`src/common/asc_pkg.sv`:
```
package asc_pkg;

  // ==========================================================================
  // timing
  localparam int CLK_PERIOD_NS = 10;
  localparam int OSC_START_US  = 1000;
  localparam int OSC_START_CYC = (OSC_START_US * 1000) / CLK_PERIOD_NS;

  // ==========================================================================
  // command byte layout
  localparam int CMD_WEN_BIT   = 7;
  localparam int CMD_RW_BIT    = 6;
  localparam int CMD_RS_HI     = 5;
  localparam int CMD_RS_LO     = 3;
  localparam int CMD_CREAD_BIT = 2;
  localparam logic [7:0] CREAD_ENTER = 8'h5C;
  localparam logic [7:0] CREAD_EXIT  = 8'h58;

  // ==========================================================================
  // register_select_field codes
  localparam logic [2:0] RS_STATUS = 3'h0;
  localparam logic [2:0] RS_MODE   = 3'h1;
  localparam logic [2:0] RS_CONFIG = 3'h2;
  localparam logic [2:0] RS_DATA   = 3'h3;
  localparam logic [2:0] RS_ID     = 3'h4;
  localparam logic [2:0] RS_IO     = 3'h5;

  // ==========================================================================
  // register layouts and power-on values
  localparam int LEN_BYTE       = 8;
  localparam int LEN_WORD       = 16;
  localparam int STATUS_RDY_BIT = 7;
  localparam int MODE_OP_HI     = 15;
  localparam int MODE_OP_LO     = 13;
  localparam int MODE_RATE_HI   = 3;
  localparam int MODE_RATE_LO   = 0;
  localparam logic [15:0] MODE_RESET   = 16'h000A;
  localparam logic [15:0] CONFIG_RESET = 16'h0000;
  localparam logic [7:0]  IO_RESET     = 8'h00;

  // operating_mode_field codes
  localparam logic [2:0] OP_CONT   = 3'h0;
  localparam logic [2:0] OP_SINGLE = 3'h1;
  localparam logic [2:0] OP_IDLE   = 3'h2;
  localparam logic [2:0] OP_PWRDN  = 3'h3;

  // ==========================================================================
  // serial reset by a run of ones
  localparam logic [5:0] ONES_RESET = 6'h20;
  localparam logic [5:0] ONES_LAST  = ONES_RESET - 6'h01;

  // ==========================================================================
  // update-rate code to filter choice
  localparam logic [3:0] RATE_INT_MAX   = 4'h1;
  localparam logic [3:0] RATE_SINC4_MAX = 4'h7;
  localparam logic [3:0] RATE_MOD3_MAX  = 4'hB;
  localparam logic [1:0] FILT_SINC3_AVG = 2'h0;
  localparam logic [1:0] FILT_MOD_SINC3 = 2'h1;
  localparam logic [1:0] FILT_SINC4     = 2'h2;
  localparam logic [1:0] FILT_INTEGRATE = 2'h3;

  typedef enum logic [1:0] {ST_CMD, ST_WRITE, ST_READ} asc_state_t;

endpackage

```
`src/hdl/asc_top.sv`:
```
// Behaviour
// every transfer opens with a command byte
// command picks read/write and target register
// ready low on new word, high after read
// ready high before data register updates
// data word rereadable outside continuous read
// three-wire use with select tied low
// host idles serial clock high
// msb presented as soon as select asserts; code shows ready until the first read clock fall, then the msb
// 32 ones on input reset everything
// host waits 500 ms after reset; testbench waits 10 core clock cycles after the serial reset
// mode 001 runs one conversion then powers down
// 1 ms start-up then two conversion periods
// single mode ready stays high after read
// continuous conversion at power-up, ready per word
// read during completion loses new word
// byte 01011100 enters continuous read
// continuous read: one read per word
// unread word replaced at next completion
// byte 01011000 with ready low exits
// host keeps input low in continuous read
// filter chosen from update rate
// data in on input, out on output
// data register is select 011, read-only
// select high: ignore clock, float output
// msb first, sample rising, shift falling
module asc_top #(
  parameter int DATA_BITS        = 24,
  parameter int OSC_START_CYCLES = asc_pkg::OSC_START_CYC,
  parameter logic [7:0] ID_VALUE = 8'hA5  // arbitrary identification value
) (
  // clock and reset
  input  wire logic                 CORE_CLK,
  input  wire logic                 RST,
  // serial port
  input  wire logic                 SCLK,
  input  wire logic                 DIN,
  input  wire logic                 CS_N,
  output logic                      DOUT_O,
  output logic                      DOUT_OE_N,
  // converter core
  input  wire logic                 CONV_STROBE,
  input  wire logic [DATA_BITS-1:0] CONV_RESULT,
  output logic                      MOD_RUN,
  output logic [1:0]                FILTER_SEL,
  output logic [3:0]                RATE_SEL,
  // settings
  output logic [15:0]               CONFIG_WORD,
  output logic [7:0]                IO_WORD
);

  localparam int CW = $clog2(DATA_BITS + 1);
  localparam int OW = $clog2(OSC_START_CYCLES + 1);
  localparam logic [CW-1:0] L_BYTE = CW'(asc_pkg::LEN_BYTE);
  localparam logic [CW-1:0] L_WORD = CW'(asc_pkg::LEN_WORD);
  localparam logic [CW-1:0] L_DATA = CW'(DATA_BITS);
  localparam logic [CW-1:0] CMD_LAST = CW'(asc_pkg::LEN_BYTE - 1);

  // ==========================================================================
  // pin sampling and clock edges
  logic sclk_q;
  logic din_q;
  logic cs_nq;
  logic sclk_d;
  logic rise_act;
  logic fall_act;

  asc_sync #(.INIT(1'b1)) u_sync_sclk (.clk(CORE_CLK), .rst(RST), .d(SCLK), .q(sclk_q));
  asc_sync #(.INIT(1'b0)) u_sync_din  (.clk(CORE_CLK), .rst(RST), .d(DIN),  .q(din_q));
  asc_sync #(.INIT(1'b1)) u_sync_cs   (.clk(CORE_CLK), .rst(RST), .d(CS_N), .q(cs_nq));

  always_ff @(posedge CORE_CLK) begin
    if (RST) begin
      sclk_d <= 1'b1;
    end else begin
      sclk_d <= sclk_q;
    end
  end

  assign rise_act = sclk_q & ~sclk_d & ~cs_nq;
  assign fall_act = ~sclk_q & sclk_d & ~cs_nq;

  // ==========================================================================
  // state declarations
  asc_pkg::asc_state_t  state;
  logic [CW-1:0]        bit_cnt;
  logic [CW-1:0]        len;
  logic [2:0]           sel;
  logic [DATA_BITS-1:0] in_sh;
  logic [DATA_BITS-1:0] out_sh;
  logic                 out_live;
  logic                 cread;
  logic [7:0]           mon_sh;
  logic [2:0]           mon_cnt;
  logic [15:0]          mode;
  logic [15:0]          config_reg;
  logic [7:0]           io_reg;
  logic [OW-1:0]        osc_cnt;
  logic                 sgl_cnt;
  logic                 upd_pend;
  logic [DATA_BITS-1:0] res_hold;
  logic [DATA_BITS-1:0] data_reg;
  logic                 ready_n;
  logic [5:0]           ones_cnt;
  logic                 soft_rst;
  logic [7:0]           cmd_byte;
  logic [2:0]           cmd_rs;
  logic [DATA_BITS-1:0] rd_value;
  logic [CW-1:0]        rd_len;
  logic                 last_bit;
  logic                 wr_fire;
  logic                 rd_fire;
  logic [DATA_BITS-1:0] wr_word;
  logic [2:0]           op;
  logic                 sgl_start;
  logic                 sgl_done;
  logic                 reading;
  logic                 accept;
  logic [1:0]           next_filter;

  // ==========================================================================
  // serial reset by a run of ones
  always_ff @(posedge CORE_CLK) begin
    if (RST) begin
      ones_cnt <= '0;
    end else if (rise_act) begin
      ones_cnt <= (din_q && ones_cnt != asc_pkg::ONES_LAST) ? ones_cnt + 6'h01 : 6'h00;
    end
  end

  assign soft_rst = rise_act & din_q & (ones_cnt == asc_pkg::ONES_LAST);

  // ==========================================================================
  // command decode and register read view
  assign cmd_byte = {in_sh[6:0], din_q};
  assign cmd_rs   = cmd_byte[asc_pkg::CMD_RS_HI:asc_pkg::CMD_RS_LO];
  assign op       = mode[asc_pkg::MODE_OP_HI:asc_pkg::MODE_OP_LO];

  always_comb begin
    rd_value = '0;
    rd_len   = L_BYTE;
    case (cmd_rs)
      asc_pkg::RS_STATUS: begin
        rd_value[DATA_BITS-1-(7-asc_pkg::STATUS_RDY_BIT)] = ready_n;
      end
      asc_pkg::RS_MODE: begin
        rd_value[DATA_BITS-1 -: 16] = mode;
        rd_len = L_WORD;
      end
      asc_pkg::RS_CONFIG: begin
        rd_value[DATA_BITS-1 -: 16] = config_reg;
        rd_len = L_WORD;
      end
      asc_pkg::RS_DATA: begin
        rd_value = data_reg;
        rd_len   = L_DATA;
      end
      asc_pkg::RS_ID: begin
        rd_value[DATA_BITS-1 -: 8] = ID_VALUE;
      end
      asc_pkg::RS_IO: begin
        rd_value[DATA_BITS-1 -: 8] = io_reg;
      end
      default: begin
        rd_len = L_DATA;
      end
    endcase
  end

  assign last_bit = rise_act & (bit_cnt == len - CW'(1));
  assign wr_fire  = last_bit & (state == asc_pkg::ST_WRITE);
  assign rd_fire  = last_bit & (state == asc_pkg::ST_READ) & (sel == asc_pkg::RS_DATA);
  assign wr_word  = {in_sh[DATA_BITS-2:0], din_q};

  // ==========================================================================
  // serial engine
  always_ff @(posedge CORE_CLK) begin
    if (RST || soft_rst) begin
      state   <= asc_pkg::ST_CMD;
      bit_cnt <= '0;
      len     <= L_BYTE;
      sel     <= asc_pkg::RS_STATUS;
      in_sh   <= '0;
      out_sh  <= '0;
      out_live <= 1'b0;
      cread   <= 1'b0;
      mon_sh  <= '0;
      mon_cnt <= '0;
    end else begin
      if (rise_act) begin
        mon_sh  <= {mon_sh[6:0], din_q};
        mon_cnt <= mon_cnt + 3'h1;
      end
      if (cread && upd_pend) begin
        out_sh  <= res_hold;
        out_live <= 1'b0;
        len     <= L_DATA;
        sel     <= asc_pkg::RS_DATA;
        state   <= asc_pkg::ST_READ;
        bit_cnt <= '0;
        mon_cnt <= '0;
      end else if (fall_act && state == asc_pkg::ST_READ) begin
        // the first fall of a read only presents the msb, later falls shift
        out_live <= 1'b1;
        if (out_live) begin
          out_sh <= {out_sh[DATA_BITS-2:0], 1'b0};
        end
      end else if (rise_act) begin
        case (state)
          asc_pkg::ST_CMD: begin
            if (!cread) begin
              in_sh <= wr_word;
              if (bit_cnt == CMD_LAST) begin
                bit_cnt <= '0;
                sel     <= cmd_rs;
                if (cmd_byte[asc_pkg::CMD_WEN_BIT]) begin
                  sel <= sel;
                end else if (!cmd_byte[asc_pkg::CMD_RW_BIT]) begin
                  len   <= rd_len;
                  state <= asc_pkg::ST_WRITE;
                end else if (cmd_rs == asc_pkg::RS_DATA && cmd_byte[asc_pkg::CMD_CREAD_BIT]) begin
                  cread   <= 1'b1;
                  mon_cnt <= '0;
                end else begin
                  out_sh <= rd_value;
                  out_live <= 1'b0;
                  len    <= rd_len;
                  state  <= asc_pkg::ST_READ;
                end
              end else begin
                bit_cnt <= bit_cnt + CW'(1);
              end
            end
          end
          asc_pkg::ST_WRITE: begin
            in_sh   <= wr_word;
            bit_cnt <= last_bit ? '0 : bit_cnt + CW'(1);
            if (last_bit) begin
              state <= asc_pkg::ST_CMD;
            end
          end
          asc_pkg::ST_READ: begin
            bit_cnt <= last_bit ? '0 : bit_cnt + CW'(1);
            if (last_bit) begin
              state <= asc_pkg::ST_CMD;
            end
          end
          default: begin
            state <= asc_pkg::ST_CMD;
          end
        endcase
      end
      if (cread && rise_act && mon_cnt == 3'h7 && {mon_sh[6:0], din_q} == asc_pkg::CREAD_EXIT
          && !ready_n) begin
        cread   <= 1'b0;
        state   <= asc_pkg::ST_CMD;
        bit_cnt <= '0;
      end
    end
  end

  // ==========================================================================
  // writable registers
  always_ff @(posedge CORE_CLK) begin
    if (RST || soft_rst) begin
      mode       <= asc_pkg::MODE_RESET;
      config_reg <= asc_pkg::CONFIG_RESET;
      io_reg     <= asc_pkg::IO_RESET;
    end else begin
      if (wr_fire) begin
        case (sel)
          asc_pkg::RS_MODE:   mode <= wr_word[15:0];
          asc_pkg::RS_CONFIG: config_reg <= wr_word[15:0];
          asc_pkg::RS_IO:     io_reg <= wr_word[7:0];
          default: begin
          end
        endcase
      end
      if (sgl_done) begin
        mode[asc_pkg::MODE_OP_HI:asc_pkg::MODE_OP_LO] <= asc_pkg::OP_PWRDN;
      end
    end
  end

  // ==========================================================================
  // conversion sequencing and ready
  assign sgl_start = wr_fire & (sel == asc_pkg::RS_MODE)
                   & (wr_word[asc_pkg::MODE_OP_HI:asc_pkg::MODE_OP_LO] == asc_pkg::OP_SINGLE);
  assign sgl_done  = CONV_STROBE & (op == asc_pkg::OP_SINGLE) & (osc_cnt == '0) & sgl_cnt;
  assign reading   = (state == asc_pkg::ST_READ) & (sel == asc_pkg::RS_DATA) & ~cread;
  assign accept    = CONV_STROBE & ~reading
                   & ((op == asc_pkg::OP_CONT) | sgl_done);

  always_ff @(posedge CORE_CLK) begin
    if (RST || soft_rst) begin
      osc_cnt  <= '0;
      sgl_cnt  <= 1'b0;
      upd_pend <= 1'b0;
      res_hold <= '0;
      data_reg <= '0;
      ready_n  <= 1'b1;
    end else begin
      upd_pend <= accept;
      if (sgl_start) begin
        osc_cnt <= OW'(OSC_START_CYCLES);
        sgl_cnt <= 1'b0;
      end else begin
        if (osc_cnt != '0) begin
          osc_cnt <= osc_cnt - OW'(1);
        end
        if (CONV_STROBE && op == asc_pkg::OP_SINGLE && osc_cnt == '0) begin
          sgl_cnt <= ~sgl_cnt;
        end
      end
      if (accept) begin
        res_hold <= CONV_RESULT;
        ready_n  <= 1'b1;
      end else if (upd_pend) begin
        data_reg <= res_hold;
        ready_n  <= 1'b0;
      end else if (rd_fire) begin
        ready_n <= 1'b1;
      end
    end
  end

  // ==========================================================================
  // filter choice
  always_comb begin
    next_filter = asc_pkg::FILT_SINC3_AVG;
    if (mode[asc_pkg::MODE_RATE_HI:asc_pkg::MODE_RATE_LO] <= asc_pkg::RATE_INT_MAX) begin
      next_filter = asc_pkg::FILT_INTEGRATE;
    end else if (mode[asc_pkg::MODE_RATE_HI:asc_pkg::MODE_RATE_LO] <= asc_pkg::RATE_SINC4_MAX) begin
      next_filter = asc_pkg::FILT_SINC4;
    end else if (mode[asc_pkg::MODE_RATE_HI:asc_pkg::MODE_RATE_LO] <= asc_pkg::RATE_MOD3_MAX) begin
      next_filter = asc_pkg::FILT_MOD_SINC3;
    end
  end

  // ==========================================================================
  // outputs
  always_ff @(posedge CORE_CLK) begin
    if (RST) begin
      DOUT_O      <= 1'b1;
      DOUT_OE_N   <= 1'b1;
      MOD_RUN     <= 1'b0;
      FILTER_SEL  <= asc_pkg::FILT_SINC3_AVG;
      RATE_SEL    <= '0;
      CONFIG_WORD <= asc_pkg::CONFIG_RESET;
      IO_WORD     <= asc_pkg::IO_RESET;
    end else begin
      DOUT_OE_N   <= cs_nq;
      DOUT_O      <= (state == asc_pkg::ST_READ && out_live) ? out_sh[DATA_BITS-1]
                   : ready_n;
      MOD_RUN     <= (op == asc_pkg::OP_CONT) | (op == asc_pkg::OP_SINGLE);
      FILTER_SEL  <= next_filter;
      RATE_SEL    <= mode[asc_pkg::MODE_RATE_HI:asc_pkg::MODE_RATE_LO];
      CONFIG_WORD <= config_reg;
      IO_WORD     <= io_reg;
    end
  end
endmodule

```
`src/hdl/asc_sync.sv`:
```
// three-stage synchroniser; the output follows once stages two and three agree
module asc_sync #(
  parameter logic INIT = 1'b0
) (
  // clock and reset
  input  wire logic clk,
  input  wire logic rst,
  // level in and out
  input  wire logic d,
  output logic      q
);

  logic s1;
  logic s2;
  logic s3;

  always_ff @(posedge clk) begin
    if (rst) begin
      s1 <= INIT;
      s2 <= INIT;
      s3 <= INIT;
      q  <= INIT;
    end else begin
      s1 <= d;
      s2 <= s1;
      s3 <= s2;
      if (s2 == s3) begin
        q <= s3;
      end
    end
  end

endmodule

```
`config.mk`:
```
export PLATFORM = sky130hd
export DESIGN_NAME = asc_top
export DESIGN_NICKNAME = d
export VERILOG_FILES = /design/src/common/asc_pkg.sv /design/src/hdl/asc_top.sv /design/src/hdl/asc_sync.sv
export SDC_FILE = /design/constraint.sdc
export NUM_CORES = 1
export LEC_CHECK = 0
export ABC_AREA = 1
export BUFFER_PORTS_ARGS = -buffer_cell sky130_fd_sc_hd__buf_4
export CORE_MARGIN = 1
export CORE_UTILIZATION = 55
export CTS_BUF_LIST = sky130_fd_sc_hd__clkbuf_8
export CTS_CLUSTER_DIAMETER = 200
export CTS_CLUSTER_SIZE = 16
export DETAILED_ROUTE_END_ITERATION = 16
export GPL_TIMING_DRIVEN = 0
export PLACE_DENSITY_LB_ADDON = 0.3
export SLEW_MARGIN = 20
export SYNTH_ARGS = -nofsm -noshare
export SYNTH_HDL_FRONTEND = slang
export SYNTH_SLANG_ARGS = --single-unit
```
`constraint.sdc`:
```
create_clock -name CORE_CLK -period 2.4 [get_ports CORE_CLK]
set_input_delay 0.12 -clock CORE_CLK [delete_from_list [all_inputs] [get_ports CORE_CLK]]
set_output_delay 0.12 -clock CORE_CLK [all_outputs]
set_load 0.02 [all_outputs]
```
Word level (Yosys, flattened, before mapping)

Index checks and enable logic that the tools add are counted.
W data, S select, Z words.

Output and inout bits: 33
Bits of input ports: 30
Register bits: 226
Word-level logic and storage cells: 270

Add/subtract/negate cells: 5
Equality and inequality tests: 44
Bitwise operators: 31
Mux-type cells: 81
Order comparisons: 3
Reductions and logical operators: 60

Operators with widths:

| cell                    | number |
|---|---|
| $mux W24                | 10 |
| $mux W5                 | 12 |
| $mux W15                | 3 |
| $mux W2                 | 19 |
| $pmux W7 S5             | 1 |
| $reduce_and A7 Y1       | 5 |
| $mux W17                | 2 |
| $pmux W15 S2            | 1 |
| $mux W3                 | 9 |
| $reduce_bool A2 Y1      | 13 |
| $pmux W8 S3             | 1 |
| $ne A3 B3 Y1 const B    | 7 |
| $pmux W5 S2             | 2 |
| $and A1 B1 Y1           | 19 |
| $logic_not A17 Y1       | 1 |
| $mux W1                 | 17 |
| $reduce_bool A17 Y1     | 1 |
| $sub A17 B1 Y17 const B | 1 |
| $reduce_or A2 Y1        | 7 |
| $eq A3 B1 Y1 const B    | 4 |
| $eq A3 B2 Y1 const B    | 4 |
| $eq A3 B3 Y1 const B    | 4 |
| $ne A2 B2 Y1 const B    | 6 |
| $reduce_and A6 Y1       | 2 |
| 35 further kinds        | 73 |

Longest topological paths before layout

Gate-level depths: netlist of run 1.

Depth after elaboration: 12
Depth in mapped cells: 14
Mapped depth without buffers: 13

By module

A second synthesis of run 1 with hierarchy kept.

Cells, all modules: 1324
Area, all modules: 9521.6 um2

Modules (own cells, without submodules):

| module                    | area each (um2) | cells each | times used |
|---|---|---|---|
| asc_top                   | 9142.5          | 1281       | 1 |
| asc_sync at u_sync_cs ... | 128.9           | 15         | 2 |
| asc_sync at u_sync_din    | 121.4           | 13         | 1 |

Least setup slack after synthesis of run 1

No wires, ideal clock.

Kind: reg-to-reg
Start point: reg state[0]
End point: reg out_sh[10]
Data required time: 2.283 ns
Cell stages (with the launch flop): 15
Clock period less this slack: 1.727 ns
Setup slack: 0.673 ns
Arrival: 1.610 ns
Buffers on the path: 2
Cell sequence: dfxtp_1 > inv_1 > ha_1 > nand2_1 > inv_1 > nand2_1 > buf_4 > nand2_1 > nand3_1 > nand2_2 > inv_4 > buf_6 > o21ai_0 > nor2_1 > nor2_1

Longest elaborated chain between the ends: 4
Elaborated cells between the ends (all ways): 14
Classes of those cells: eq/ne (5); mux (2); reduce/logical (7)

RTL lines:

| what                                                                  | line           | RTL |
|---|---|---|
| start, declared                                                       | asc_top.sv:85  | `asc_pkg::asc_state_t state;` |
| start signal, assigned                                                | asc_top.sv:179 | `state <= asc_pkg::ST_CMD;` |
| start signal, assigned                                                | asc_top.sv:199 | `state <= asc_pkg::ST_READ;` |
| start signal, assigned                                                | asc_top.sv:220 | `state <= asc_pkg::ST_WRITE;` |
| $eq A2 B2 Y1                                                          | asc_top.sv:202 | `end else if (fall_act && state == asc_pkg::ST_READ) begin` |
| $logic_and A1 B1 Y1                                                   | asc_top.sv:202 |  |
| $ne A3 B3 Y1 (no source line) (tied with other cells)                 | --             |  |
| $reduce_and A8 Y1 (no source line) / $mux W24 (equally long branches) | --             |  |
| end signal, assigned                                                  | asc_top.sv:195 | `out_sh <= res_hold;` |
| end signal, assigned                                                  | asc_top.sv:206 | `out_sh <= {out_sh[DATA_BITS-2:0], 1'b0};` |
| end signal, assigned                                                  | asc_top.sv:225 | `out_sh <= rd_value;` |
| end, declared                                                         | asc_top.sv:90  | `logic [DATA_BITS-1:0] out_sh;` |

Several ways; a longest one is shown, not always the timed one.
A chain may end at the register's enable or synchronous reset.

Worst setup path in the final report of run 1

Start point: reg ones_cnt[0]
End point: reg io_reg[1]

Longest elaborated chain between the ends: 3

RTL lines:

| what                   | line           | RTL |
|---|---|---|
| start, declared        | asc_top.sv:104 | `logic [5:0] ones_cnt;` |
| start signal, assigned | asc_top.sv:127 | `ones_cnt <= (din_q && ones_cnt != asc_pkg::ONES_LAST) ? ones_cnt + 6'h01 : 6'h00;` |
| $eq A6 B5 Y1           | asc_top.sv:131 | `assign soft_rst = rise_act & din_q & (ones_cnt == asc_pkg::ONES_LAST);` |
| $and A1 B1 Y1          | asc_top.sv:131 |  |
| $logic_or A1 B1 Y1     | asc_top.sv:265 | `if (RST \|\| soft_rst) begin` |
| end signal, assigned   | asc_top.sv:268 | `io_reg <= asc_pkg::IO_RESET;` |
| end signal, assigned   | asc_top.sv:274 | `asc_pkg::RS_IO: io_reg <= wr_word[7:0];` |
| end, declared          | asc_top.sv:97  | `logic [7:0] io_reg;` |

Every way passes these cells.

==> summary.txt, run 1 <==
Die
  • Row Count: 47
  • Die W: 134.2 um
  • CORE AREA: 16820 um^2
  • Die height: 134.2 um
  • Die footprint: 18000 um^2
  • Starting density of the core: 57.11%
  • Number of I/O pins: 63

Worst setup path
  • Worst r2r src: ones_cnt[0]$_SDFFE_PP0N_
  • Reg2reg end: io_reg[1]$_SDFFE_PP0P_
  • CP startpoint kind: register
  • Critical path class: reg2reg
  • Reg2reg path depth: 10
  • CP Max Fanout: 10
  • FF-to-FF setup slack: 0.25 ns
  • Critical path data required time: 2.84 ns
  • Worst setup EP type: register
  • Critical Path AT: 2.59 ns

Global route
  • Largest net degree at the start of global routing: 17
  • Global Route Usage Sum: 27.40%
  • Vias in the first global route: 8271
  • First-pass GRT wire length: 39670 um
  • GRT overflow: 0
  • Initial antenna violation count: 0

Synth
  • Mapped cell area: 9605 um^2
  • Synth Net Count: 1373
  • Synthesized instance count: 1333
  • Seq/Total Area, Yosys: 46.48%
  • Synthesized area per cell: 7.206 um^2
  • Main area contributors after synthesis: dfxtp_1 (46%), nand2_1 (12%), nor2_1 (7.8%)
  • Count leader, synth: nand2_1
  • Synth cell count leaders: nand2_1 (303), dfxtp_1 (223), nor2_1 (200), inv_1 (120), a21oi_1 (116)
  • Synth Flop Type: dfxtp_1
  • EDFF count, synth: 0
  • Synth cell types: 38
  • Synth warnings: 0
  • Area leader, netlist: dfxtp_1
  • Yosys reg bits: 223
  • Post-synth ARST share: 0%
  • Area share of the largest cell type after synthesis: 46.48%

Finish
  • Layout cell share with drive strength beyond 1: 11.47%
  • Filler cells: 1568
  • Seq. cell area: 4464 um^2
  • Final Util: 64.51%
  • Area Overhead vs Synth: 12.95%
  • Multi-input logic area: 4337 um^2
  • Fin nets: 1480
  • Antenna Cells: 0

Clocking
  • Clock buffers created by TritonCTS: 17
  • H-tree levels: 1
  • Sink Count: 223
  • Clock transition at path regs: 0.11 ns
  • CTS tree: done
  • Clk buf depth: 3
  • Root buffer cell: clkbuf_8
  • Worst-skew pair later-pin latency: 0.51 ns

Detailed routing
  • Initial DRT Pass Iterations: 5
  • Via/cell ratio: 5.397
  • Routed WL per cell: 14.76 um
  • Vias: 8954
  • DRC: 0
  • Post-Route WL: 24490 um
  • Detailed Route Iter0 Violations: 748
  • ANT nets after route: 0

Min path
  • Hold Startpoint: CONV_STROBE
  • Worst Hold Depth: 6
  • Hold EP: sgl_cnt$_SDFFE_PP0N_
  • HP Class: in2reg

Run status
  • Outcome: complete, no violations

STA
  • RSZ-0062 raised after global routing: no
  • Total negative setup slack: 0 ns
  • Crit path time final: 2.152 ns
  • Slew @ Worst Pin: 0.7376 ns
  • Slew margin rel.: 50.64%
  • Final setup violation count: 0
  • Max Slew Vio Count: 0
  • Fmax: 464.6 MHz
  • Worst Clk Skew: 0.01692 ns
  • Final hold violation count: 0
  • Final Cycle Share: 89.69%

Pwr
  • Leakage: 4.535 nW
  • Power density over the cells: 680.3 nW/um^2
  • Peak VDD IR: 0.7721 mV

Place
  • DP HPWL: 18080 um
  • IO buf count: 61
  • Placer congestion estimate: 0.9289

Run
  • Max cap viols: 0
## repair_timing
item | in CTS | in global routing
gates resized for setup | 0 | 1
hold buffers | 27 | 0
endpoints found under the setup margin | 0 | 2
hold endpoints to repair | 27 | 0
buffers inserted | 0 | 0
## metrics by stage
stage	hold WS, ns	power, mW	worst slack, ns	std cells	area [um^2]
2_1_floorplan	0.2238	5.288	0.6728	1333	9605
3_3_place_gp	0.3044	5.575	0.2865	1614	10340
3_5_place_dp	0.3079	5.626	0.2259	1614	10340
4_1_cts	0.1435	7.392	0.2081	1659	10850
5_1_grt	0.2127	7.762	0.03931	1659	10850
6_report	0.1495	7.381	0.2475	1659	10850
## report_power, final
part | total, mW | leakage [nW] | internal [mW] | switching [mW]
clock network | 1.79 | 0.128 | 0.644 | 1.15
logic | 1.57 | 2.60 | 0.591 | 0.978
registers | 4.02 | 1.81 | 3.88 | 0.141
## worst max-delay path, cell delays in order (launching register included)
cell	delay, ns
dfxtp_1	0.36
ha_1	0.22
nand2_1	0.10
nor2_1	0.06
nand2_1	0.07
nor2_1	0.07
a21oi_2	0.24
buf_4	0.25
clkbuf_1	0.49
nand2_1	0.11
nor2_1	0.10
## worst max-delay path by stage
stage,from,end,slack (ns),cells past startpoint
after floorplan,state[0]$_SDFFE_PP0P_,out_sh[10]$_SDFFE_PP0P_,0.67,14
after global placement,state[0]$_SDFFE_PP0P_,out_sh[15]$_SDFFE_PP0P_,0.29,14
after detailed placement,state[0]$_SDFFE_PP0P_,out_sh[15]$_SDFFE_PP0P_,0.23,14
after CTS,state[0]$_SDFFE_PP0P_,out_sh[15]$_SDFFE_PP0P_,0.21,14
after global routing,state[0]$_SDFFE_PP0P_,out_sh[15]$_SDFFE_PP0P_,0.04,14
final,ones_cnt[0]$_SDFFE_PP0N_,io_reg[1]$_SDFFE_PP0P_,0.25,10
## kinds of logic (layout without fill, tap and decap cells)
group	after synthesis	count (layout)	synth area share (%)
fa+ha+maj	10	10	1.303
compound gates	255	255	14.38
buf+inv	191	297	8.402
flops	223	223	46.48
simple gates	644	644	28.53
xor+xnor	10	10	0.9119
## placed cells by master (no fill, tap or decap), drive strengths merged
cell / count
dlygate4sd3: 27
a21oi: 128
a211oi: 4
xnor2: 3
or2: 9
nor3: 13
dfxtp: 223
nor2: 210
o22ai: 1
ha: 10
nand3: 85
clkbuf: 39
nand3b: 4
inv: 129
o21ai: 101
nand4: 12
nor3b: 1
a31oi: 3
buf: 102
xor2: 7
o211ai: 18
nand2: 310
## metal layers
metal  wire length [um]  share of wire (%)  track usage (%)  vias to the layer above
met5                  0                  0                0                        -
met4                603                2.5            8.052                        0
met3               1887                7.7            4.082                       49
met2              11150                 46            46.11                      349
met1              10840                 44            36.41                     4068
li1                   -                  -                -                     4488
## layout make-up
type	count	area share, %
inverter	128	4.452
tap	220	2.537
buffer	63	2.987
multi-input combinational	919	39.97
clock buffer	17	2.157
timing repair buffer	88	6.712
sequential	223	41.15
clock inverter	1	0.03460
Note: power is estimated with default switching activity, not from simulation.
==> inputs of run 2 (changes only) <==
CORE_UTILIZATION = 45   (was 55)
==> summary.txt, run 2 (synthesis results as in run 1) <==
Run status
  • Outcome: complete, no violations (unchanged)

Finish
  • Most common cell after layout, fill and taps aside: nand2_1 (unchanged)
  • Layout cell share with drive strength beyond 1: 11.54% (was 11.47%)
  • Post-Layout Cell Count: 1714 (was 1659)
  • Antenna Cells: 0 (unchanged)
  • Fin nets: 1479 (was 1480)
  • Area Overhead vs Synth: 13.70% (was 12.95%)
  • Design Area, Final: 10920 um^2 (was 10850 um^2)
  • Most frequent cells in the layout: nand2_1 (302), dfxtp_1 (223), nor2_1 (200) (was nand2_1 (303), dfxtp_1 (223), nor2_1 (200))

Worst setup path
  • CP Max Fanout: 19 (was 10)
  • Worst setup EP type: register (unchanged)
  • Worst r2r src: ones_cnt[0]$_SDFFE_PP0N_ (unchanged)
  • Reg2reg end: mode[4]$_SDFFE_PP0P_ (was io_reg[1]$_SDFFE_PP0P_)
  • CP startpoint kind: register (unchanged)
  • Delay of the slowest critical-path stage: 0.36 ns (was 0.49 ns)
  • CP Launch Point: ones_cnt[0]$_SDFFE_PP0N_ (unchanged)
  • Slowest CP cell: a21oi_2 (was clkbuf_1)
  • Critical path data required time: 2.86 ns (was 2.84 ns)
  • Critical path class: reg2reg (unchanged)
  • WP buf/inv: 2 (unchanged)
  • Worst setup path endpoint: mode[4]$_SDFFE_PP0P_ (was io_reg[1]$_SDFFE_PP0P_)
  • FF-to-FF setup slack: 0.21 ns (was 0.25 ns)
  • CP Depth: 10 (unchanged)
  • Reg2reg path depth: 10 (unchanged)
  • Largest delay share family, worst path: buffers and inverters (unchanged)
  • Critical Path AT: 2.65 ns (was 2.59 ns)
  • Crit-path cells: ha_1 -> nand2_1 -> nor2_1 -> nand2_1 -> nor2_1 -> a21oi_2 -> buf_4 -> buf_2 -> o21ai_0 -> a21oi_1 (was ha_1 -> nand2_1 -> nor2_1 -> nand2_1 -> nor2_1 -> a21oi_2 -> buf_4 -> clkbuf_1 -> nand2_1 -> nor2_1)

Clocking
  • Post-CTS setup buffers: 0 (unchanged)
  • Clock transition at path regs: 0.11 ns (about the same)
  • H-tree levels: 1 (unchanged)
  • Root buffer cell: clkbuf_8 (unchanged)
  • Sink Count: 223 (unchanged)
  • Worst-skew pair later-pin latency: 0.53 ns (was 0.51 ns)
  • Clock buffers created by TritonCTS: 17 (unchanged)
  • Clk buf depth: 3 (unchanged)
  • CTS tree: done (unchanged)

STA
  • RSZ-0062 raised after global routing: no (unchanged)
  • Slew margin rel.: 49.09% (was 50.64%)
  • Fmax: 457.3 MHz (was 464.6 MHz)
  • Worst Clk Skew: 0.01387 ns (was 0.01692 ns)
  • Final hold violation count: 0 (unchanged)
  • Slew @ Worst Pin: 0.7608 ns (was 0.7376 ns)
  • Final hold slack: 0.1374 ns (was 0.1495 ns)
  • Max Slew Vio Count: 0 (unchanged)
  • Final Cycle Share: 91.12% (was 89.69%)
  • Crit path time final: 2.187 ns (was 2.152 ns)
  • Total negative setup slack: 0 ns (unchanged)
  • Final setup violation count: 0 (unchanged)

Detailed routing
  • ANT nets after route: 0 (unchanged)
  • Routed WL per cell: 14.75 um (was 14.76 um)
  • Post-Route WL: 25280 um (was 24490 um)
  • DRC: 0 (unchanged)
  • Vias: 8807 (was 8954)
  • Detailed Route Iter0 Violations: 709 (was 748)
  • Initial DRT Pass Iterations: 5 (unchanged)
  • Via/cell ratio: 5.138 (was 5.397)

Pwr
  • Peak VDD IR: 0.4055 mV (was 0.7721 mV)
  • Leakage: 4.536 nW (was 4.535 nW)
  • Power density over the cells: 680.4 nW/um^2 (was 680.3 nW/um^2)

Place
  • Placer congestion estimate: 0.9191 (was 0.9289)
  • DP HPWL: 18900 um (was 18080 um)
  • Placed instance count: 1669 (was 1614)
  • IO buf count: 61 (unchanged)
  • Placed Area: 10410 um^2 (was 10340 um^2)

Die
  • Starting density of the core: 45.84% (was 57.11%)
  • CORE AREA: 20960 um^2 (was 16820 um^2)
  • Die height: 148.1 um (was 134.2 um)
  • Die footprint: 21930 um^2 (was 18000 um^2)
  • Row Count: 53 (was 47)
  • Number of I/O pins: 63 (unchanged)
  • Die W: 148.1 um (was 134.2 um)

Global route
  • Global Route Usage Sum: 23.68% (was 27.40%)
  • First-pass GRT wire length: 41560 um (was 39670 um)
  • GRT overflow: 0 (unchanged)
  • Largest net degree at the start of global routing: 17 (unchanged)
  • Vias in the first global route: 8077 (was 8271)
  • Initial antenna violation count: 0 (unchanged)

Min path
  • HP Class: in2reg (unchanged)

Run
  • Max cap viols: 0 (unchanged)
## run 2: routing by layer
layer	vias up	GRT usage, %	wire length, um	part of all wire [%]
met4	0	6.082	547	2.2
li1	4473	-	-	-
met3	40	3.374	1603	6.3
met5	-	0	0	0
met2	268	38.57	11340	45
met1	4026	32.85	11790	47
## run 2: what timing repair did
item | 4_1_cts | 5_1_grt
gates resized for setup | 0 | 1
setup endpoints to repair | 0 | 13
hold endpoints to repair | 27 | 0
hold buffers | 27 | 0
## run 2: layout make-up
cell class / count / area (um^2)
Buffer: 62 / 320.3
Inverter: 128 / 483.0
Timing Repair Buffer: 88 / 728.2
Sequential cell: 223 / 4464
Multi-Input combinational cell: 919 / 4337
Clock buffer: 17 / 234.0
Tap cell: 275 / 344.1
Fill cell: 2112 / 10030
Clock inverter: 2 / 11.26
## run 2: how the worst min path moves through the flow
| stage | to | slack (ns) | cells after the start | from |
|---|---|---|---|---|
| finish | sgl_cnt$_SDFFE_PP0N_ | 0.14 | 6 | CONV_STROBE |
| global route | sgl_cnt$_SDFFE_PP0N_ | 0.17 | 6 | CONV_STROBE |
| CTS | sgl_cnt$_SDFFE_PP0N_ | 0.12 | 6 | CONV_STROBE |
| detailed placement | u_sync_cs.s1$_SDFF_PP1_ | 0.31 | 2 | CS_N |
| global placement | u_sync_sclk.s1$_SDFF_PP1_ | 0.31 | 2 | SCLK |
| floorplan | u_sync_cs.s1$_SDFF_PP1_ | 0.22 | 1 | CS_N |
## run 2: tightest hold or removal path, delay by kind of cell
| kind | cells | cell delay (ns) |
|---|---|---|
| compound gates | 1 | 0.05 |
| simple gates | 4 | 0.33 |
| buf+inv | 1 | 0.12 |
## run 2: stage by stage
stage                     utilization (%)  setup WS (ns)  total power [mW]
after floorplan                         -         0.6728             5.288
after global placement              49.67         0.1985             5.597
after detailed placement            49.67         0.1664             5.630
after CTS                           52.13         0.1354             7.465
after global routing                52.12        0.01015             7.879
final                               52.12         0.2130             7.431
## run 2: power by group
group / switching, mW / internal, mW
Clock: 1.19 / 0.649
Sequential: 0.145 / 3.88
Combinational: 0.982 / 0.591
Total: 2.31 / 5.12
==> inputs of run 3 (changes only) <==
CORE_ASPECT_RATIO = 1.5   (was default)
==> summary.txt, run 3 (synthesis results as in run 1) <==
Place
  • IO buf count: 61 (unchanged)
  • DP HPWL: 20020 um (was 18900 um)
  • Placer congestion estimate: 0.9344 (was 0.9191)

STA
  • Slew @ Worst Pin: 0.8005 ns (was 0.7608 ns)
  • Final hold violation count: 0 (unchanged)
  • RSZ-0062 raised after global routing: no (unchanged)
  • Crit path time final: 2.164 ns (was 2.187 ns)
  • Worst Clk Skew: 0.02066 ns (was 0.01387 ns)
  • Max Slew Vio Count: 0 (unchanged)
  • Final Cycle Share: 90.18% (was 91.12%)
  • Slew margin rel.: 46.63% (was 49.09%)
  • Total negative setup slack: 0 ns (unchanged)
  • Final setup violation count: 0 (unchanged)
  • Fmax: 462.0 MHz (was 457.3 MHz)

Global route
  • GRT overflow: 0 (unchanged)
  • Vias in the first global route: 8250 (was 8077)
  • Global Route Usage Sum: 24.39% (was 23.68%)
  • Largest net degree at the start of global routing: 17 (unchanged)
  • Initial antenna violation count: 0 (unchanged)
  • GR peak layer: met2 (unchanged)
  • GR Util met2: 45.02% (was 38.57%)
  • Grt met1 use: 28.23% (was 32.85%)
  • Met3 GRT Util: 2.652% (was 3.374%)
  • First-pass GRT wire length: 42330 um (was 41560 um)

Run
  • Max cap viols: 0 (unchanged)

Pwr
  • Peak VDD IR: 0.3638 mV (was 0.4055 mV)
  • Total Power: 7.455 mW (was 7.431 mW)
  • Leakage: 4.536 nW (about the same)
  • Power density over the cells: 682.9 nW/um^2 (was 680.4 nW/um^2)

Worst setup path
  • Critical path data required time: 2.78 ns (was 2.86 ns)
  • CP startpoint kind: register (unchanged)
  • Worst setup path endpoint: osc_cnt[15]$_SDFFE_PP0P_ (was mode[4]$_SDFFE_PP0P_)
  • FF-to-FF setup slack: 0.24 ns (was 0.21 ns)
  • Worst r2r src: ones_cnt[0]$_SDFFE_PP0N_ (unchanged)
  • Critical path class: reg2reg (unchanged)
  • CP Launch Point: ones_cnt[0]$_SDFFE_PP0N_ (unchanged)
  • Worst setup EP type: register (unchanged)
  • CP Max Fanout: 10 (was 19)
  • Critical Path AT: 2.54 ns (was 2.65 ns)
  • Reg2reg end: osc_cnt[15]$_SDFFE_PP0P_ (was mode[4]$_SDFFE_PP0P_)
  • Reg2reg path depth: 9 (was 10)

Clocking
  • CTS tree: done (unchanged)
  • Clock transition at path regs: 0.11 ns (about the same)
  • Clk buf depth: 3 (unchanged)
  • Clock buffers created by TritonCTS: 17 (unchanged)
  • Sink Count: 223 (unchanged)
  • H-tree levels: 1 (unchanged)
  • Root buffer cell: clkbuf_8 (unchanged)
  • Worst-skew pair later-pin latency: 0.53 ns (about the same)
  • Post-CTS setup buffers: 0 (unchanged)

Finish
  • Fin nets: 1479 (unchanged)
  • Antenna Cells: 0 (unchanged)
  • Filler cells: 2129 (was 2112)
  • Area Overhead vs Synth: 13.65% (was 13.70%)
  • Seq. cell area: 4464 um^2 (unchanged)
  • Most frequent cells in the layout: nand2_1 (303), dfxtp_1 (223), nor2_1 (200) (was nand2_1 (302), dfxtp_1 (223), nor2_1 (200))
  • Multi-input logic area: 4337 um^2 (unchanged)
  • Layout cell share with drive strength beyond 1: 11.54% (unchanged)
  • Most common cell after layout, fill and taps aside: nand2_1 (unchanged)

Detailed routing
  • DRC: 0 (unchanged)
  • Routed WL per cell: 15.37 um (was 14.75 um)
  • Via/cell ratio: 5.094 (was 5.138)
  • Detailed Route Iter0 Violations: 440 (was 709)
  • Vias: 8695 (was 8807)
  • Post-Route WL: 26240 um (was 25280 um)
  • ANT nets after route: 0 (unchanged)
  • Initial DRT Pass Iterations: 5 (unchanged)

Die
  • Die footprint: 21950 um^2 (was 21930 um^2)
  • Number of I/O pins: 63 (unchanged)
  • Die W: 121.3 um (was 148.1 um)
  • Starting density of the core: 45.78% (was 45.84%)
  • Die height: 180.9 um (was 148.1 um)
  • Row Count: 65 (was 53)
  • CORE AREA: 20980 um^2 (was 20960 um^2)

Min path
  • HP Class: in2reg (unchanged)

Run status
  • Outcome: complete, no violations (unchanged)
-- run 3: cell count changes in the layout (fill, tap and decap cells not counted) --
cell and delta:
nand2_2 -1, nand2_1 +1, buf_4 -1, buf_6 +1
ha_1 -1, ha_2 +1
-- run 3: layer usage --
metal,vias up,wire length (um)
li1,4461,-
met1,3938,10600
met2,246,13430
met3,50,1373
met4,0,830
met5,-,0
-- run 3: how the worst min path moves through the flow --
stage,startpoint,to,cells past startpoint
detailed placement,SCLK,u_sync_sclk.s1$_SDFF_PP1_,2
finish,CONV_STROBE,mode[13]$_SDFFE_PP0P_,7
CTS,CONV_STROBE,sgl_cnt$_SDFFE_PP0N_,6
floorplan,CS_N,u_sync_cs.s1$_SDFF_PP1_,1
global placement,CS_N,u_sync_cs.s1$_SDFF_PP1_,2
global route,CONV_STROBE,sgl_cnt$_SDFFE_PP0N_,6
-- run 3: layout make-up --
cell class,instances,share of cell area [%]
clock buffers,17,2.143
inverters,128,4.424
well taps,268,3.072
clock inverters,2,0.1032
flip-flops and latches,223,40.89
repair buffers,88,6.670
multi-input cells,919,39.73
plain buffers,62,2.968
-- run 3: power by group --
group	leakage (nW)	total [mW]	switching [mW]	internal [mW]
logic	2.60	1.60	1.01	0.592
clock network	0.128	1.84	1.19	0.649
registers	1.81	4.02	0.138	3.88
total	4.54	7.46	2.34	5.12
-- run 3: worst max-delay path, cell delays in order, from the launching register on --
cell	delay, ns
dfxtp_1	0.40
ha_1	0.18
nand2_1	0.08
nor2_1	0.12
nand2_1	0.08
nor2_1	0.22
a21oi_2	0.17
inv_2	0.19
clkbuf_1	0.52
a21oi_1	0.08
-- run 3: through the flow --
step | hold WS (ns) | area, um^2 | instances | util (%) | setup slack [ns]
after floorplan | 0.2238 | 9605 | 1333 | - | 0.6728
after global placement | 0.3124 | 10400 | 1662 | 49.56 | 0.1916
after detailed placement | 0.3106 | 10400 | 1662 | 49.56 | 0.1443
after CTS | 0.1372 | 10910 | 1708 | 52.02 | 0.1305
after global routing | 0.1561 | 10920 | 1707 | 52.03 | 0.03376
final | 0.1490 | 10920 | 1707 | 52.03 | 0.2356
-- run 3: repair_timing --
item                                    in CTS  in global routing
hold endpoints to repair                    27                  0
gates resized for setup                      0                  2
endpoints found under the setup margin       0                  8
hold buffers                                27                  0
